## config.mk

```make
export PLATFORM = sky130hd
export DESIGN_NAME = acc_ctrl
export DESIGN_NICKNAME = d
export VERILOG_FILES = /design/src/rtl/acc_ctrl.v
export VERILOG_INCLUDE_DIRS = /design/src /design/src/rtl
export SDC_FILE = /design/constraint.sdc
export NUM_CORES = 1
export LEC_CHECK = 0
export BUFFER_PORTS_ARGS = -buffer_cell sky130_fd_sc_hd__clkbuf_2
export CAP_MARGIN = 30
export CORE_AREA = 2 2 95 97
export DETAILED_ROUTE_END_ITERATION = 10
export DIE_AREA = 0 0 97 99
export HOLD_SLACK_MARGIN = 0.06
export MAX_ROUTING_LAYER = met4
export PLACE_DENSITY = 0.81
export SYNTH_ARGS = -nofsm -noshare
export SYNTH_HDL_FRONTEND = slang
export SYNTH_SLANG_ARGS = --single-unit
export TNS_END_PERCENT = 20
```

## constraint.sdc

```tcl
create_clock -name clk -period 7.12 [get_ports clk]
set_clock_uncertainty 0.1 [all_clocks]
set_input_delay 1.424 -clock clk [delete_from_list [all_inputs] [get_ports clk]]
set_output_delay 1.424 -clock clk [all_outputs]
set_load 0.005 [all_outputs]
```

## src/rtl/acc_map.vh

```
`ifndef ACC_MAP_VH
`define ACC_MAP_VH
`define ACC_OFF_MODE 8'h10
`define ACC_OFF_CLKLOW 8'h11
`define ACC_OFF_HIGH 8'h12
`define ACC_OFF_VREF 8'h13
`define ACC_OFF_SAMPLE 8'h14
`define ACC_RST_MODE 8'h20
`define ACC_RST_CLKLOW 4'h0
`define ACC_RST_HIGH 8'h00
`define ACC_RST_VREF 3'h3
`define ACC_RST_SAMPLE 7'h0A
`define ACC_BIT_ON 7
`define ACC_BIT_START 6
`define ACC_BIT_DONE 5
`define ACC_BIT_GATE 4
`define ACC_BIT_FLAG 7
`define ACC_BIT_IE 6
`define ACC_SEL_QVDD 4'hB
`define ACC_SEL_GND 4'hC
`define ACC_RESP_OKAY 2'h0
`define ACC_RESP_SLVERR 2'h2
`endif

```

## src/rtl/acc_ctrl.v

```verilog
// What this block does
// RULE_01: The converter is powered and enabled only while converter_on is one, which resets to zero.
// RULE_02: Writing one to the start bit begins a conversion, and the start bit always reads zero.
// RULE_03: conversion_done reads zero during a conversion and one once the result registers are valid.
// RULE_04: With channel_gate zero every input channel is disconnected; one lets the selected one through.
// RULE_05: input_select codes 0-4 pick port A pins 0-4, 5-10 port B pins 0-5, 11 quarter supply, 12 ground.
// RULE_06: conversion_flag is set at the end of a conversion and only a firmware write of zero clears it.
// RULE_07: The interrupt request is high only while conversion_irq_enable and conversion_flag are both one.
// RULE_08: conv_clock_div divides the instruction clock by 16, 8, 1 or 2 for codes 00, 01, 10, 11.
// RULE_09: Result bits 3 to 0 read as the low nibble of the clock, flag and low-result register.
// RULE_10: Result bits 11 to 4 read from a separate high-byte register that resets to zero.
// RULE_11: The upper reference is internal at the chosen level when external select is zero, else pin A0.
// RULE_12: internal_reference_level codes 11, 10, 01, 00 give supply, 4 V, 3 V and 2 V, resetting to 11.
// RULE_13: sample_width_select gives 1, 2, 4 or 8 converter clocks of sampling and resets to code 10.
// RULE_14: resolution_select gives 8 bits for 00, 10 bits for 01, 12 bits otherwise, resetting to 12 bits.
// RULE_15: An analog_only_pin bit of one makes port B pin 3, 4 or 5 a pure analog input.
// RULE_16: conversion_done falls the cycle after a start is taken and rises with the flag when latched.
// RULE_17: A conversion is one sampling pulse then one converter clock per bit, MSB-aligned.
`timescale 1ns/100ps
`default_nettype none
`include "acc_map.vh"
module acc_ctrl (
    input wire clk,
    input wire rst_n,
    input wire [6:0] s_axi_awaddr,
    input wire s_axi_awvalid,
    output wire s_axi_awready,
    input wire [31:0] s_axi_wdata,
    input wire [3:0] s_axi_wstrb,
    input wire s_axi_wvalid,
    output wire s_axi_wready,
    output reg [1:0] s_axi_bresp,
    output reg s_axi_bvalid,
    input wire s_axi_bready,
    input wire [6:0] s_axi_araddr,
    input wire s_axi_arvalid,
    output wire s_axi_arready,
    output reg [31:0] s_axi_rdata,
    output reg [1:0] s_axi_rresp,
    output reg s_axi_rvalid,
    input wire s_axi_rready,
    input wire comparator_high,
    output wire converter_power,
    output wire channel_connect,
    output wire [3:0] input_select,
    output wire external_reference_select,
    output wire [1:0] internal_reference_level,
    output wire [2:0] analog_only_pin,
    output wire sample_hold,
    output wire [11:0] trial_code,
    output wire conv_irq
);
    localparam ST_IDLE = 2'd0;
    localparam ST_SAMPLE = 2'd1;
    localparam ST_BITS = 2'd2;

    reg on_q, gate_q, done_q, flag_q, ie_q, extref_q;
    reg [3:0] sel_q;
    reg [1:0] div_q, vhs_q, shck_q, res_q;
    reg [2:0] aop_q;
    reg [11:0] result_q, sar_q;
    reg [1:0] state_q;
    reg [3:0] prediv_q;
    reg [2:0] scnt_q;
    reg [3:0] bit_q;
    reg aw_held_q, w_held_q;
    reg [6:0] aw_q;
    reg [7:0] wd_q;

    // Converter clock tick from the instruction clock.
    function [3:0] div_max;
        input [1:0] code;
        begin
            case (code)
                2'b00: div_max = 4'd15;
                2'b01: div_max = 4'd7;
                2'b10: div_max = 4'd0;
                default: div_max = 4'd1;
            endcase
        end
    endfunction

    // The register offsets are word indices, so the byte address is four times the offset.
    // Seven address bits are needed to reach index 0x14.
    function [7:0] reg_idx;
        input [6:0] addr;
        begin
            reg_idx = {3'b000, addr[6:2]};
        end
    endfunction

    // True only for the five register indices that this block answers.
    function is_mapped;
        input [7:0] idx;
        begin
            is_mapped = (idx >= `ACC_OFF_MODE) && (idx <= `ACC_OFF_SAMPLE);
        end
    endfunction

    wire adc_tick = (prediv_q >= div_max(div_q)); // RULE_08
    wire [2:0] samp_last = (3'd1 << shck_q) - 3'd1; // RULE_13
    wire [3:0] nbits = res_q[1] ? 4'd12 : (res_q[0] ? 4'd10 : 4'd8); // RULE_14

    // Write address and data are taken in either order, then answered together.
    assign s_axi_awready = !aw_held_q && !s_axi_bvalid;
    assign s_axi_wready = !w_held_q && !s_axi_bvalid;
    wire aw_now = aw_held_q || (s_axi_awvalid && s_axi_awready);
    wire w_now = w_held_q || (s_axi_wvalid && s_axi_wready);
    wire [6:0] waddr = aw_held_q ? aw_q : s_axi_awaddr;
    wire [7:0] widx = reg_idx(waddr);
    wire [7:0] wbyte = w_held_q ? wd_q : s_axi_wdata[7:0];
    wire wlane = w_held_q ? 1'b1 : s_axi_wstrb[0];
    reg wlane_q;
    wire wr_go = aw_now && w_now;
    wire wr_en = wr_go && (w_held_q ? wlane_q : wlane);
    // A write with lane zero strobe clear is still answered, but changes nothing.
    wire wr_mode = wr_en && (widx == `ACC_OFF_MODE);
    wire wr_clk = wr_en && (widx == `ACC_OFF_CLKLOW);
    wire wr_vref = wr_en && (widx == `ACC_OFF_VREF);
    wire wr_samp = wr_en && (widx == `ACC_OFF_SAMPLE);
    wire start_req = wr_mode && wbyte[`ACC_BIT_START] && wbyte[`ACC_BIT_ON]; // RULE_02

    wire finish = (state_q == ST_BITS) && adc_tick && (bit_q == 4'd0);
    wire [3:0] cur_bit = 4'd11 - (nbits - 4'd1 - bit_q);
    reg [11:0] sar_next;
    always @* begin
        sar_next = sar_q;
        if (!comparator_high) begin
            sar_next[cur_bit] = 1'b0;
        end
        if (bit_q != 4'd0) begin
            sar_next[cur_bit - 4'd1] = 1'b1;
        end
    end

    always @(posedge clk or negedge rst_n) begin
        if (!rst_n) begin
            aw_held_q <= 1'b0;
            w_held_q <= 1'b0;
            aw_q <= 7'h00;
            wd_q <= 8'h00;
            wlane_q <= 1'b0;
            s_axi_bvalid <= 1'b0;
            s_axi_bresp <= `ACC_RESP_OKAY;
        end else begin
            if (s_axi_bvalid && s_axi_bready) begin
                s_axi_bvalid <= 1'b0;
            end
            if (wr_go) begin
                aw_held_q <= 1'b0;
                w_held_q <= 1'b0;
                s_axi_bvalid <= 1'b1;
                s_axi_bresp <= is_mapped(widx) ? `ACC_RESP_OKAY : `ACC_RESP_SLVERR;
            end else begin
                if (s_axi_awvalid && s_axi_awready) begin
                    aw_held_q <= 1'b1;
                    aw_q <= s_axi_awaddr;
                end
                if (s_axi_wvalid && s_axi_wready) begin
                    w_held_q <= 1'b1;
                    wd_q <= s_axi_wdata[7:0];
                    wlane_q <= s_axi_wstrb[0];
                end
            end
        end
    end

    always @(posedge clk or negedge rst_n) begin
        if (!rst_n) begin
            on_q <= 1'b0;
            gate_q <= 1'b0;
            sel_q <= 4'h0;
            ie_q <= 1'b0;
            div_q <= 2'b00;
            extref_q <= 1'b0;
            vhs_q <= 2'b11;
            aop_q <= 3'h0;
            shck_q <= 2'b10;
            res_q <= 2'b10;
        end else begin
            if (wr_mode) begin
                on_q <= wbyte[`ACC_BIT_ON]; // RULE_01
                gate_q <= wbyte[`ACC_BIT_GATE];
                sel_q <= wbyte[3:0];
            end
            if (wr_clk) begin
                ie_q <= wbyte[`ACC_BIT_IE];
                div_q <= wbyte[5:4];
            end
            if (wr_vref) begin
                extref_q <= wbyte[7];
                vhs_q <= wbyte[1:0]; // RULE_12
            end
            if (wr_samp) begin
                aop_q <= wbyte[6:4];
                shck_q <= wbyte[3:2];
                res_q <= wbyte[1:0];
            end
        end
    end

    // Converter sequencer; dropping converter_on aborts and leaves the old result.
    always @(posedge clk or negedge rst_n) begin
        if (!rst_n) begin
            state_q <= ST_IDLE;
            prediv_q <= 4'h0;
            scnt_q <= 3'h0;
            bit_q <= 4'h0;
            sar_q <= 12'h000;
            result_q <= 12'h000; // RULE_10
            done_q <= 1'b1;
            flag_q <= 1'b0;
        end else begin
            prediv_q <= (state_q == ST_IDLE || adc_tick) ? 4'h0 : prediv_q + 4'h1;
            if (wr_clk && !wbyte[`ACC_BIT_FLAG]) begin
                flag_q <= 1'b0;
            end
            // A start that switches the converter on in the same write must not be lost
            // to the abort path, since on_q only rises at this very edge.
            if (!on_q && !start_req) begin
                state_q <= ST_IDLE;
                done_q <= 1'b1;
            end else begin
                case (state_q)
                    ST_IDLE: begin
                        if (start_req) begin
                            state_q <= ST_SAMPLE;
                            scnt_q <= 3'h0;
                            done_q <= 1'b0; // RULE_16
                        end
                    end
                    ST_SAMPLE: begin
                        if (adc_tick) begin
                            if (scnt_q == samp_last) begin
                                state_q <= ST_BITS; // RULE_17
                                bit_q <= nbits - 4'd1;
                                sar_q <= 12'h800;
                            end else begin
                                scnt_q <= scnt_q + 3'h1;
                            end
                        end
                    end
                    ST_BITS: begin
                        if (adc_tick) begin
                            sar_q <= sar_next;
                            bit_q <= bit_q - 4'd1;
                            if (finish) begin
                                state_q <= ST_IDLE;
                                result_q <= sar_next; // RULE_17
                                done_q <= 1'b1; // RULE_03
                                flag_q <= 1'b1; // RULE_06
                            end
                        end
                    end
                    default: state_q <= ST_IDLE;
                endcase
            end
        end
    end

    wire [7:0] ridx = reg_idx(s_axi_araddr);
    assign s_axi_arready = !s_axi_rvalid;
    always @(posedge clk or negedge rst_n) begin
        if (!rst_n) begin
            s_axi_rvalid <= 1'b0;
            s_axi_rdata <= 32'h0000_0000;
            s_axi_rresp <= `ACC_RESP_OKAY;
        end else if (s_axi_arvalid && s_axi_arready) begin
            s_axi_rvalid <= 1'b1;
            s_axi_rresp <= `ACC_RESP_OKAY;
            if (ridx == `ACC_OFF_MODE) begin
                s_axi_rdata <= {24'h000000, on_q, 1'b0, done_q, gate_q, sel_q}; // RULE_02
            end else if (ridx == `ACC_OFF_CLKLOW) begin
                s_axi_rdata <= {24'h000000, flag_q, ie_q, div_q, result_q[3:0]}; // RULE_09
            end else if (ridx == `ACC_OFF_HIGH) begin
                s_axi_rdata <= {24'h000000, result_q[11:4]}; // RULE_10
            end else if (ridx == `ACC_OFF_VREF) begin
                s_axi_rdata <= {24'h000000, extref_q, 5'h00, vhs_q};
            end else if (ridx == `ACC_OFF_SAMPLE) begin
                s_axi_rdata <= {24'h000000, 1'b0, aop_q, shck_q, res_q};
            end else begin
                s_axi_rdata <= 32'h0000_0000;
                s_axi_rresp <= `ACC_RESP_SLVERR;
            end
        end else if (s_axi_rready) begin
            s_axi_rvalid <= 1'b0;
        end
    end

    assign converter_power = on_q; // RULE_01
    assign channel_connect = on_q && gate_q && (sel_q <= `ACC_SEL_GND); // RULE_04
    assign input_select = sel_q; // RULE_05
    assign external_reference_select = extref_q; // RULE_11
    assign internal_reference_level = vhs_q; // RULE_12
    assign analog_only_pin = aop_q; // RULE_15
    assign sample_hold = (state_q == ST_SAMPLE);
    assign trial_code = sar_q;
    assign conv_irq = ie_q && flag_q; // RULE_07
endmodule
`default_nettype wire

```

==> results.json, run 1 <==
{
  "gp_congestion": 0.920,
  "power.density_cell_area_nw_per_um2": 293,
  "via_count": 3688,
  "timing_hold_violations_final": 0,
  "grt_setup_unrepaired": "no",
  "finalCriticalPeriod_ns": 3.80,
  "critPathCaptureType": "flip-flop",
  "synthDistinctLibCells": 58,
  "fin_tns_setup_ns": 0,
  "die_width_um": 97,
  "critical_path_arrival_ns": 3.95,
  "wire_per_inst_um": 16.4,
  "start_kind": "input port",
  "synth_sequential_area_ratio_pct": 45.6,
  "synth.avg_cell_area_um2": 10.3,
  "gr-usage-all-layers_pct": 22.9,
  "total_setup_violations_reported_at_the_end_of_the_flow": 0,
  "nNetsFinal": 592,
  "drive_gt1_share_pct": 28.2,
  "cp_num_buf_inv": 1,
  "cts_tree": "done",
  "globalRoute.totalOverflow": 0,
  "ys_seq_elements": 86,
  "ys_warn_count": 0,
  "synthToLayoutAreaGrowth_pct": 11.0,
  "max-vdd-ir-drop_uv": 193,
  "fp.dieArea_um2": 9600,
  "ctsHoldBuffers": 0,
  "antenna_violations_before_repair": 0,
  "first_global_vias": 3512,
  "htreeDepth": 3,
  "wire_length_of_the_first_global_routing_pass_um": 17200,
  "slew-limit-headroom_pct": 50.9,
  "fin_area_um2": 5250,
  "insertion_delay_ns": 0.35,
  "ant_nets": 0,
  "clock-sinks": 86,
  "design.core.area_um2": 8550,
  "cts_post_setup_buffers_inserted": 0,
  "critical_path_class": "in2reg",
  "synth_top_cells_by_area": "dfrtp_1, mux2_2, buf_4, o21ai_0, nand2_1",
  "cts_inserted_buffers": 9,
  "timing.hold.worst.class": "reg2reg",
  "grt_max_degree": 66,
  "cts.clk_slew.worst_paths_ns": 0.10,
  "syn_inst": 461,
  "cts_root_buffer": "clkbuf_8",
  "status": "completed",
  "crit_family": "simple AND/OR/NAND/NOR gates",
  "drt_pre_antenna_iters": 5,
  "crit_chain": "clkbuf_2 > or3b_1 > a222oi_1 > and3_1 > o211ai_4 > nor2_4 > mux2_2",
  "synth_top_cell_area_share_pct": 42.8,
  "timing.critical_path.slowest_cell_delay_ns": 0.67,
  "drv_slew": 0,
  "final_wirelength_um": 10400,
  "crit_required_ns": 7.27,
  "finalPower_mw": 1.54,
  "drc": 0,
  "drt_first_iter_violations": 268,
  "io_buffers": 67,
  "dieHeight_um": 99,
  "placement_rows": 34,
  "post_cts_resized": 0,
  "detailed_place.area_um2": 5060,
  "fmax_mhz": 263,
  "final_util_pct": 61.4,
  "leakage_nw": 2.52,
  "cts_buffer_depth": 2,
  "cp_slowest_cell": "a222oi_1",
  "min_period_over_period_pct": 53.4,
  "synthFlopType": "dfrtp_1",
  "number_of_inserted_diodes": 0,
  "tightest_pin_transition_ns": 0.736,
  "post-dp-hpwl_um": 7730,
  "netlist_area_um2": 4730,
  "post-synth-top-area-cell": "dfrtp_1",
  "initial_utilization_pct": 55.3,
  "synth_edf_count": 0,
  "route.detailed.vias_per_inst": 5.79,
  "ys_async_sr_fraction_pct": 100,
  "critical_path_fanouts_max": 12,
  "maxCapViolCount": 0,
  "io_pins": 125
}
## cells in the mapped netlist (2+ instances only)
| cell | count |
|---|---|
| o22ai_1 | 3 |
| ha_1 | 10 |
| nor3_1 | 7 |
| inv_1 | 22 |
| mux2_2 | 51 |
| and2_1 | 2 |
| buf_2 | 2 |
| nand3_1 | 11 |
| nand2b_1 | 5 |
| a31oi_1 | 6 |
| or3_1 | 2 |
| and3_1 | 4 |
| dfrtp_1 | 81 |
| nor2_1 | 25 |
| buf_4 | 27 |
| o211a_1 | 2 |
| nand3b_1 | 6 |
| or2_2 | 3 |
| dfstp_2 | 5 |
| a22o_1 | 10 |
| nor2b_1 | 4 |
| a2bb2oi_1 | 3 |
| a22oi_1 | 7 |
| clkbuf_1 | 10 |
| buf_1 | 2 |
| o21a_1 | 3 |
| o21ai_0 | 39 |
| mux2i_1 | 5 |
| nand2_1 | 43 |
| a21oi_1 | 25 |
| mux2_1 | 6 |
| xnor2_1 | 2 |
| o211ai_1 | 3 |
## registers in the layout, indices dropped and copies added, names as in the netlist, 3 cells and up
signal           count
s_axi_rdata          8
result_q            12
bit_q                4
analog_only_pin      3
scnt_q               3
trial_code          12
wd_q                 8
input_select         4
aw_q                 5
prediv_q             4
## worst min-delay path, delay by kind of cell (launching register included)
| kind | cells | cell delay, ns |
|---|---|---|
| AND/OR/NAND/NOR | 1 | 0.05 |
| AO/OA/AOI/OAI | 1 | 0.06 |
| flip-flops | 1 | 0.36 |
## cells in the final DEF (no fill, tap or decap), types with 2 or more instances in the layout
cell	n
mux2i_1	5
ha_1	10
nand2_1	43
nand3b_1	6
a22oi_1	7
clkbuf_8	10
clkinv_4	2
clkinvlp_4	2
inv_1	22
nor3_1	7
a21oi_1	25
clkbuf_2	66
nand3_1	11
xnor2_1	2
dfstp_2	5
or2_2	3
a2bb2oi_1	3
nand2b_1	5
conb_1	26
o211ai_1	3
a31oi_1	6
nor2_1	25
nor2b_1	4
dfrtp_1	81
a22o_1	10
mux2_1	6
mux2_2	51
o21ai_0	39
o211a_1	2
o22ai_1	3
and2_1	2
and3_1	4
or3_1	2
o21a_1	3
## cell families (layout without fill, tap and decap cells)
| family | Yosys count | in the layout | synth area share, % |
|---|---|---|---|
| AOI/OAI and AO/OA | 115 | 115 | 15.8 |
| xor gates and xnor gates | 5 | 5 | 1.53 |
| adders and majority gates | 10 | 10 | 2.64 |
| buffers and inverters | 64 | 107 | 7.43 |
| DFF | 86 | 86 | 45.6 |
| muxes | 63 | 63 | 15.1 |
| other | 1 | 26 | 0.0792 |
| and+or+nand+nor | 117 | 117 | 11.8 |
## report_power, final
part | internal (mW) | total (mW) | switching (mW) | leakage [nW]
clock | 0.141 | 0.331 | 0.190 | 0.0910
combinational | 0.236 | 0.481 | 0.245 | 1.33
sequential | 0.603 | 0.726 | 0.122 | 1.10
## per-stage QoR
step           hold slack, ns  setup slack [ns]  cells
5_1_grt                 0.402              3.12    637
3_3_place_gp            0.365              2.99    619
4_1_cts                 0.391              3.31    636
6_report                0.390              3.32    637
3_5_place_dp            0.368              2.92    620
2_1_floorplan           0.352              3.46    486
## per-layer routing
layer  wire (um)  global-route usage, %
met5           0                      -
met4         127                   6.72
met3         653                   3.83
met2        5200                   37.4
met1        4460                   29.6
## final timing paths
check / from / endpoint / slack, ns / cells after the start
min in group asynchronous: rst_n / trial_code[11]$_DFFE_PN0P_ / 0.85 / 1
min reg2reg: s_axi_rresp[1]$_DFFE_PN0P_ / s_axi_rresp[1]$_DFFE_PN0P_ / 0.39 / 2
max: s_axi_awaddr[5] / result_q[5]$_DFFE_PN0P_ / 3.32 / 7
min: s_axi_rresp[1]$_DFFE_PN0P_ / s_axi_rresp[1]$_DFFE_PN0P_ / 0.39 / 2
max in group asynchronous: rst_n / shck_q[1]$_DFFE_PN1P_ / 5.39 / 2
max reg2reg: aw_held_q$_DFFE_PN0P_ / result_q[5]$_DFFE_PN0P_ / 3.92 / 6
## cell type report
class                           instances  area [um2]
Clock inverter                          6        52.6
Clock buffer                           10         138
Timing Repair Buffer                   69         370
Inverter                               22        82.6
Multi-Input combinational cell        336        2320
Fill cell                             708        3300
Tap cell                              108         135
Sequential cell                        86        2160
(Power assumes the default switching activity.)
==> run 2, diff against run 1 <==
- CORE_AREA: 2 2 95 97 -> 2 2 98 100
- DIE_AREA: 0 0 97 99 -> 0 0 100 102
- PLACE_DENSITY: 0.81 -> 0.77
- clock period: 7.12 -> 3.9 ns (I/O delays scaled with it)
==> results.json, run 2 (synthesized netlist as in run 1, its figures left out) <==
{
  "dieHeight_um": 102,
  "initial_utilization_pct": 52.0,
  "cts_tree": "done",
  "leakage_nw": 2.53,
  "status": "completed",
  "commonest_non_fill_non_tap_cells_in_the_layout": "dfrtp_1, clkbuf_2, mux2_2",
  "worstReg2RegEnd": "result_q[2]$_DFFE_PN0P_",
  "post_cts_resized": 0,
  "placedCellCount": 625,
  "ctsHoldBuffers": 0,
  "io_buffers": 67,
  "total_setup_violations_reported_at_the_end_of_the_flow": 0,
  "placement_rows": 35,
  "gr-usage-all-layers_pct": 21.4,
  "switchingPower_mw": 1.00,
  "clock_power_share_pct": 22.5,
  "gp_congestion": 0.932,
  "drt_first_iter_violations": 259,
  "fp.dieArea_um2": 10200,
  "critPathCaptureType": "flip-flop",
  "clock-sinks": 86,
  "globalRoute.totalOverflow": 0,
  "fillCellCount": 780,
  "final_util_pct": 57.9,
  "timing_hold_violations_final": 0,
  "grt_setup_unrepaired": "no",
  "timing.hold.worst.class": "in2async",
  "seqPwrFrac_pct": 46.5,
  "drc": 0,
  "crit_required_ns": 4.04,
  "number_of_inserted_diodes": 0,
  "layout.cells.most_common": "dfrtp_1",
  "globalRouteMet3Util_pct": 4.51,
  "fmax_mhz": 333,
  "cts_buffer_depth": 2,
  "post-dp-hpwl_um": 7830,
  "fin_tns_setup_ns": 0,
  "cts_inserted_buffers": 9,
  "drv_slew": 0,
  "wire_per_inst_um": 16.2,
  "maxCapViolCount": 0,
  "cts.clk_slew.worst_paths_ns": 0.09,
  "via_count": 3650,
  "first_global_vias": 3452,
  "critical_path_fanouts_max": 6,
  "multi_input_comb_area_um2": 2320,
  "antenna_violations_before_repair": 0,
  "internal-power_mw": 1.85,
  "max-vdd-ir-drop_uv": 396,
  "grt.met1_usage_pct": 27.7,
  "rr_startpoint": "res_q[0]$_DFFE_PN0P_",
  "regToRegSetupSlack_ns": 0.90,
  "critical_path_arrival_ns": 3.14,
  "drive_gt1_share_pct": 28.1,
  "die_width_um": 100,
  "min_period_over_period_pct": 77.0,
  "synthToLayoutAreaGrowth_pct": 11.5,
  "htreeDepth": 3,
  "route.detailed.vias_per_inst": 5.69,
  "critical_path_class": "reg2reg",
  "slew-limit-headroom_pct": 51.8,
  "power.density_cell_area_nw_per_um2": 540,
  "finalCriticalPeriod_ns": 3.00,
  "seq_area_um2": 2160,
  "grt_max_degree": 65,
  "io_pins": 125,
  "cts_root_buffer": "clkbuf_8",
  "final_wirelength_um": 10400,
  "drt_pre_antenna_iters": 5,
  "cts_post_setup_buffers_inserted": 0,
  "combinationalPowerShare_pct": 31.0,
  "grt.busiest_layer": "met2",
  "finalHoldWorstSlack_ns": 0.198,
  "wire_length_of_the_first_global_routing_pass_um": 16600,
  "insertion_delay_ns": 0.36,
  "layout.cells.non_filler": 641,
  "design.core.area_um2": 9110,
  "ant_nets": 0,
  "start_kind": "flip-flop",
  "grt.met2_usage_pct": 34.1,
  "nNetsFinal": 593,
  "p_sw_share_pct": 35.1,
  "tightest_pin_transition_ns": 0.720,
  "timing.reg2reg.worst_path_depth": 9
}
run 2: cell types whose count changed in the layout (fill, tap and decap cells not counted):
cell | before | now
buf_2 | 1 | 0
buf_4 | 1 | 3
clkinv_4 | 2 | 0
clkinv_2 | 0 | 1
clkbuf_1 | 0 | 1
bufinv_16 | 0 | 1
inv_8 | 1 | 0
run 2: how the worst max path moves through the flow:
| stage | startpoint | end | slack [ns] | cells after the start |
|---|---|---|---|---|
| final | res_q[0]$_DFFE_PN0P_ | result_q[2]$_DFFE_PN0P_ | 0.90 | 9 |
| after global placement | s_axi_awaddr[5] | result_q[4]$_DFFE_PN0P_ | 0.67 | 8 |
| after CTS | res_q[0]$_DFFE_PN0P_ | result_q[2]$_DFFE_PN0P_ | 0.86 | 9 |
| after floorplan | s_axi_awaddr[5] | result_q[4]$_DFFE_PN0P_ | 0.89 | 8 |
| after detailed placement | s_axi_awaddr[5] | result_q[11]$_DFFE_PN0P_ | 0.62 | 8 |
| after global routing | res_q[0]$_DFFE_PN0P_ | result_q[2]$_DFFE_PN0P_ | 0.70 | 9 |
run 2: layout make-up:
class | instances | share of cell area [%]
Clock buffer | 11 | 2.68
Multi-Input combinational cell | 336 | 43.9
Inverter | 22 | 1.57
Sequential cell | 86 | 40.9
Tap cell | 111 | 2.63
Timing Repair Buffer | 70 | 7.21
Clock inverter | 5 | 1.11
run 2: critical path, stage by stage (launching register included):
cell,delay [ns]
dfrtp_1,0.43
nor2_1,0.41
ha_1,0.32
inv_1,0.06
ha_1,0.17
xor3_1,0.51
nand2_1,0.17
nor2_1,0.07
o2bb2a_1,0.33
mux2_1,0.32
run 2: metrics by stage:
step / setup WS, ns / area (um2) / total power [mW]
after floorplan: 0.889 / 4830 / 1.92
after global placement: 0.668 / 5050 / 2.16
after detailed placement: 0.625 / 5080 / 2.22
after CTS: 0.865 / 5280 / 2.86
after global routing: 0.698 / 5280 / 3.03
final: 0.899 / 5280 / 2.85
run 2: per-layer routing:
metal	vias to the layer above	part of all wire, %
met5	-	0
met4	0	1.4
met3	13	4.6
met2	108	49
met1	1800	45
li1	1729	-
run 2: power groups by stage:
| stage | Clock, mW | Sequential (mW) | Combinational, mW |
|---|---|---|---|
| floorplan | 0 | 1.24 | 0.676 |
| global placement | 0 | 1.32 | 0.836 |
| detailed placement | 0 | 1.34 | 0.884 |
| CTS | 0.652 | 1.32 | 0.889 |
| global route | 0.690 | 1.35 | 0.985 |
| finish | 0.641 | 1.33 | 0.884 |
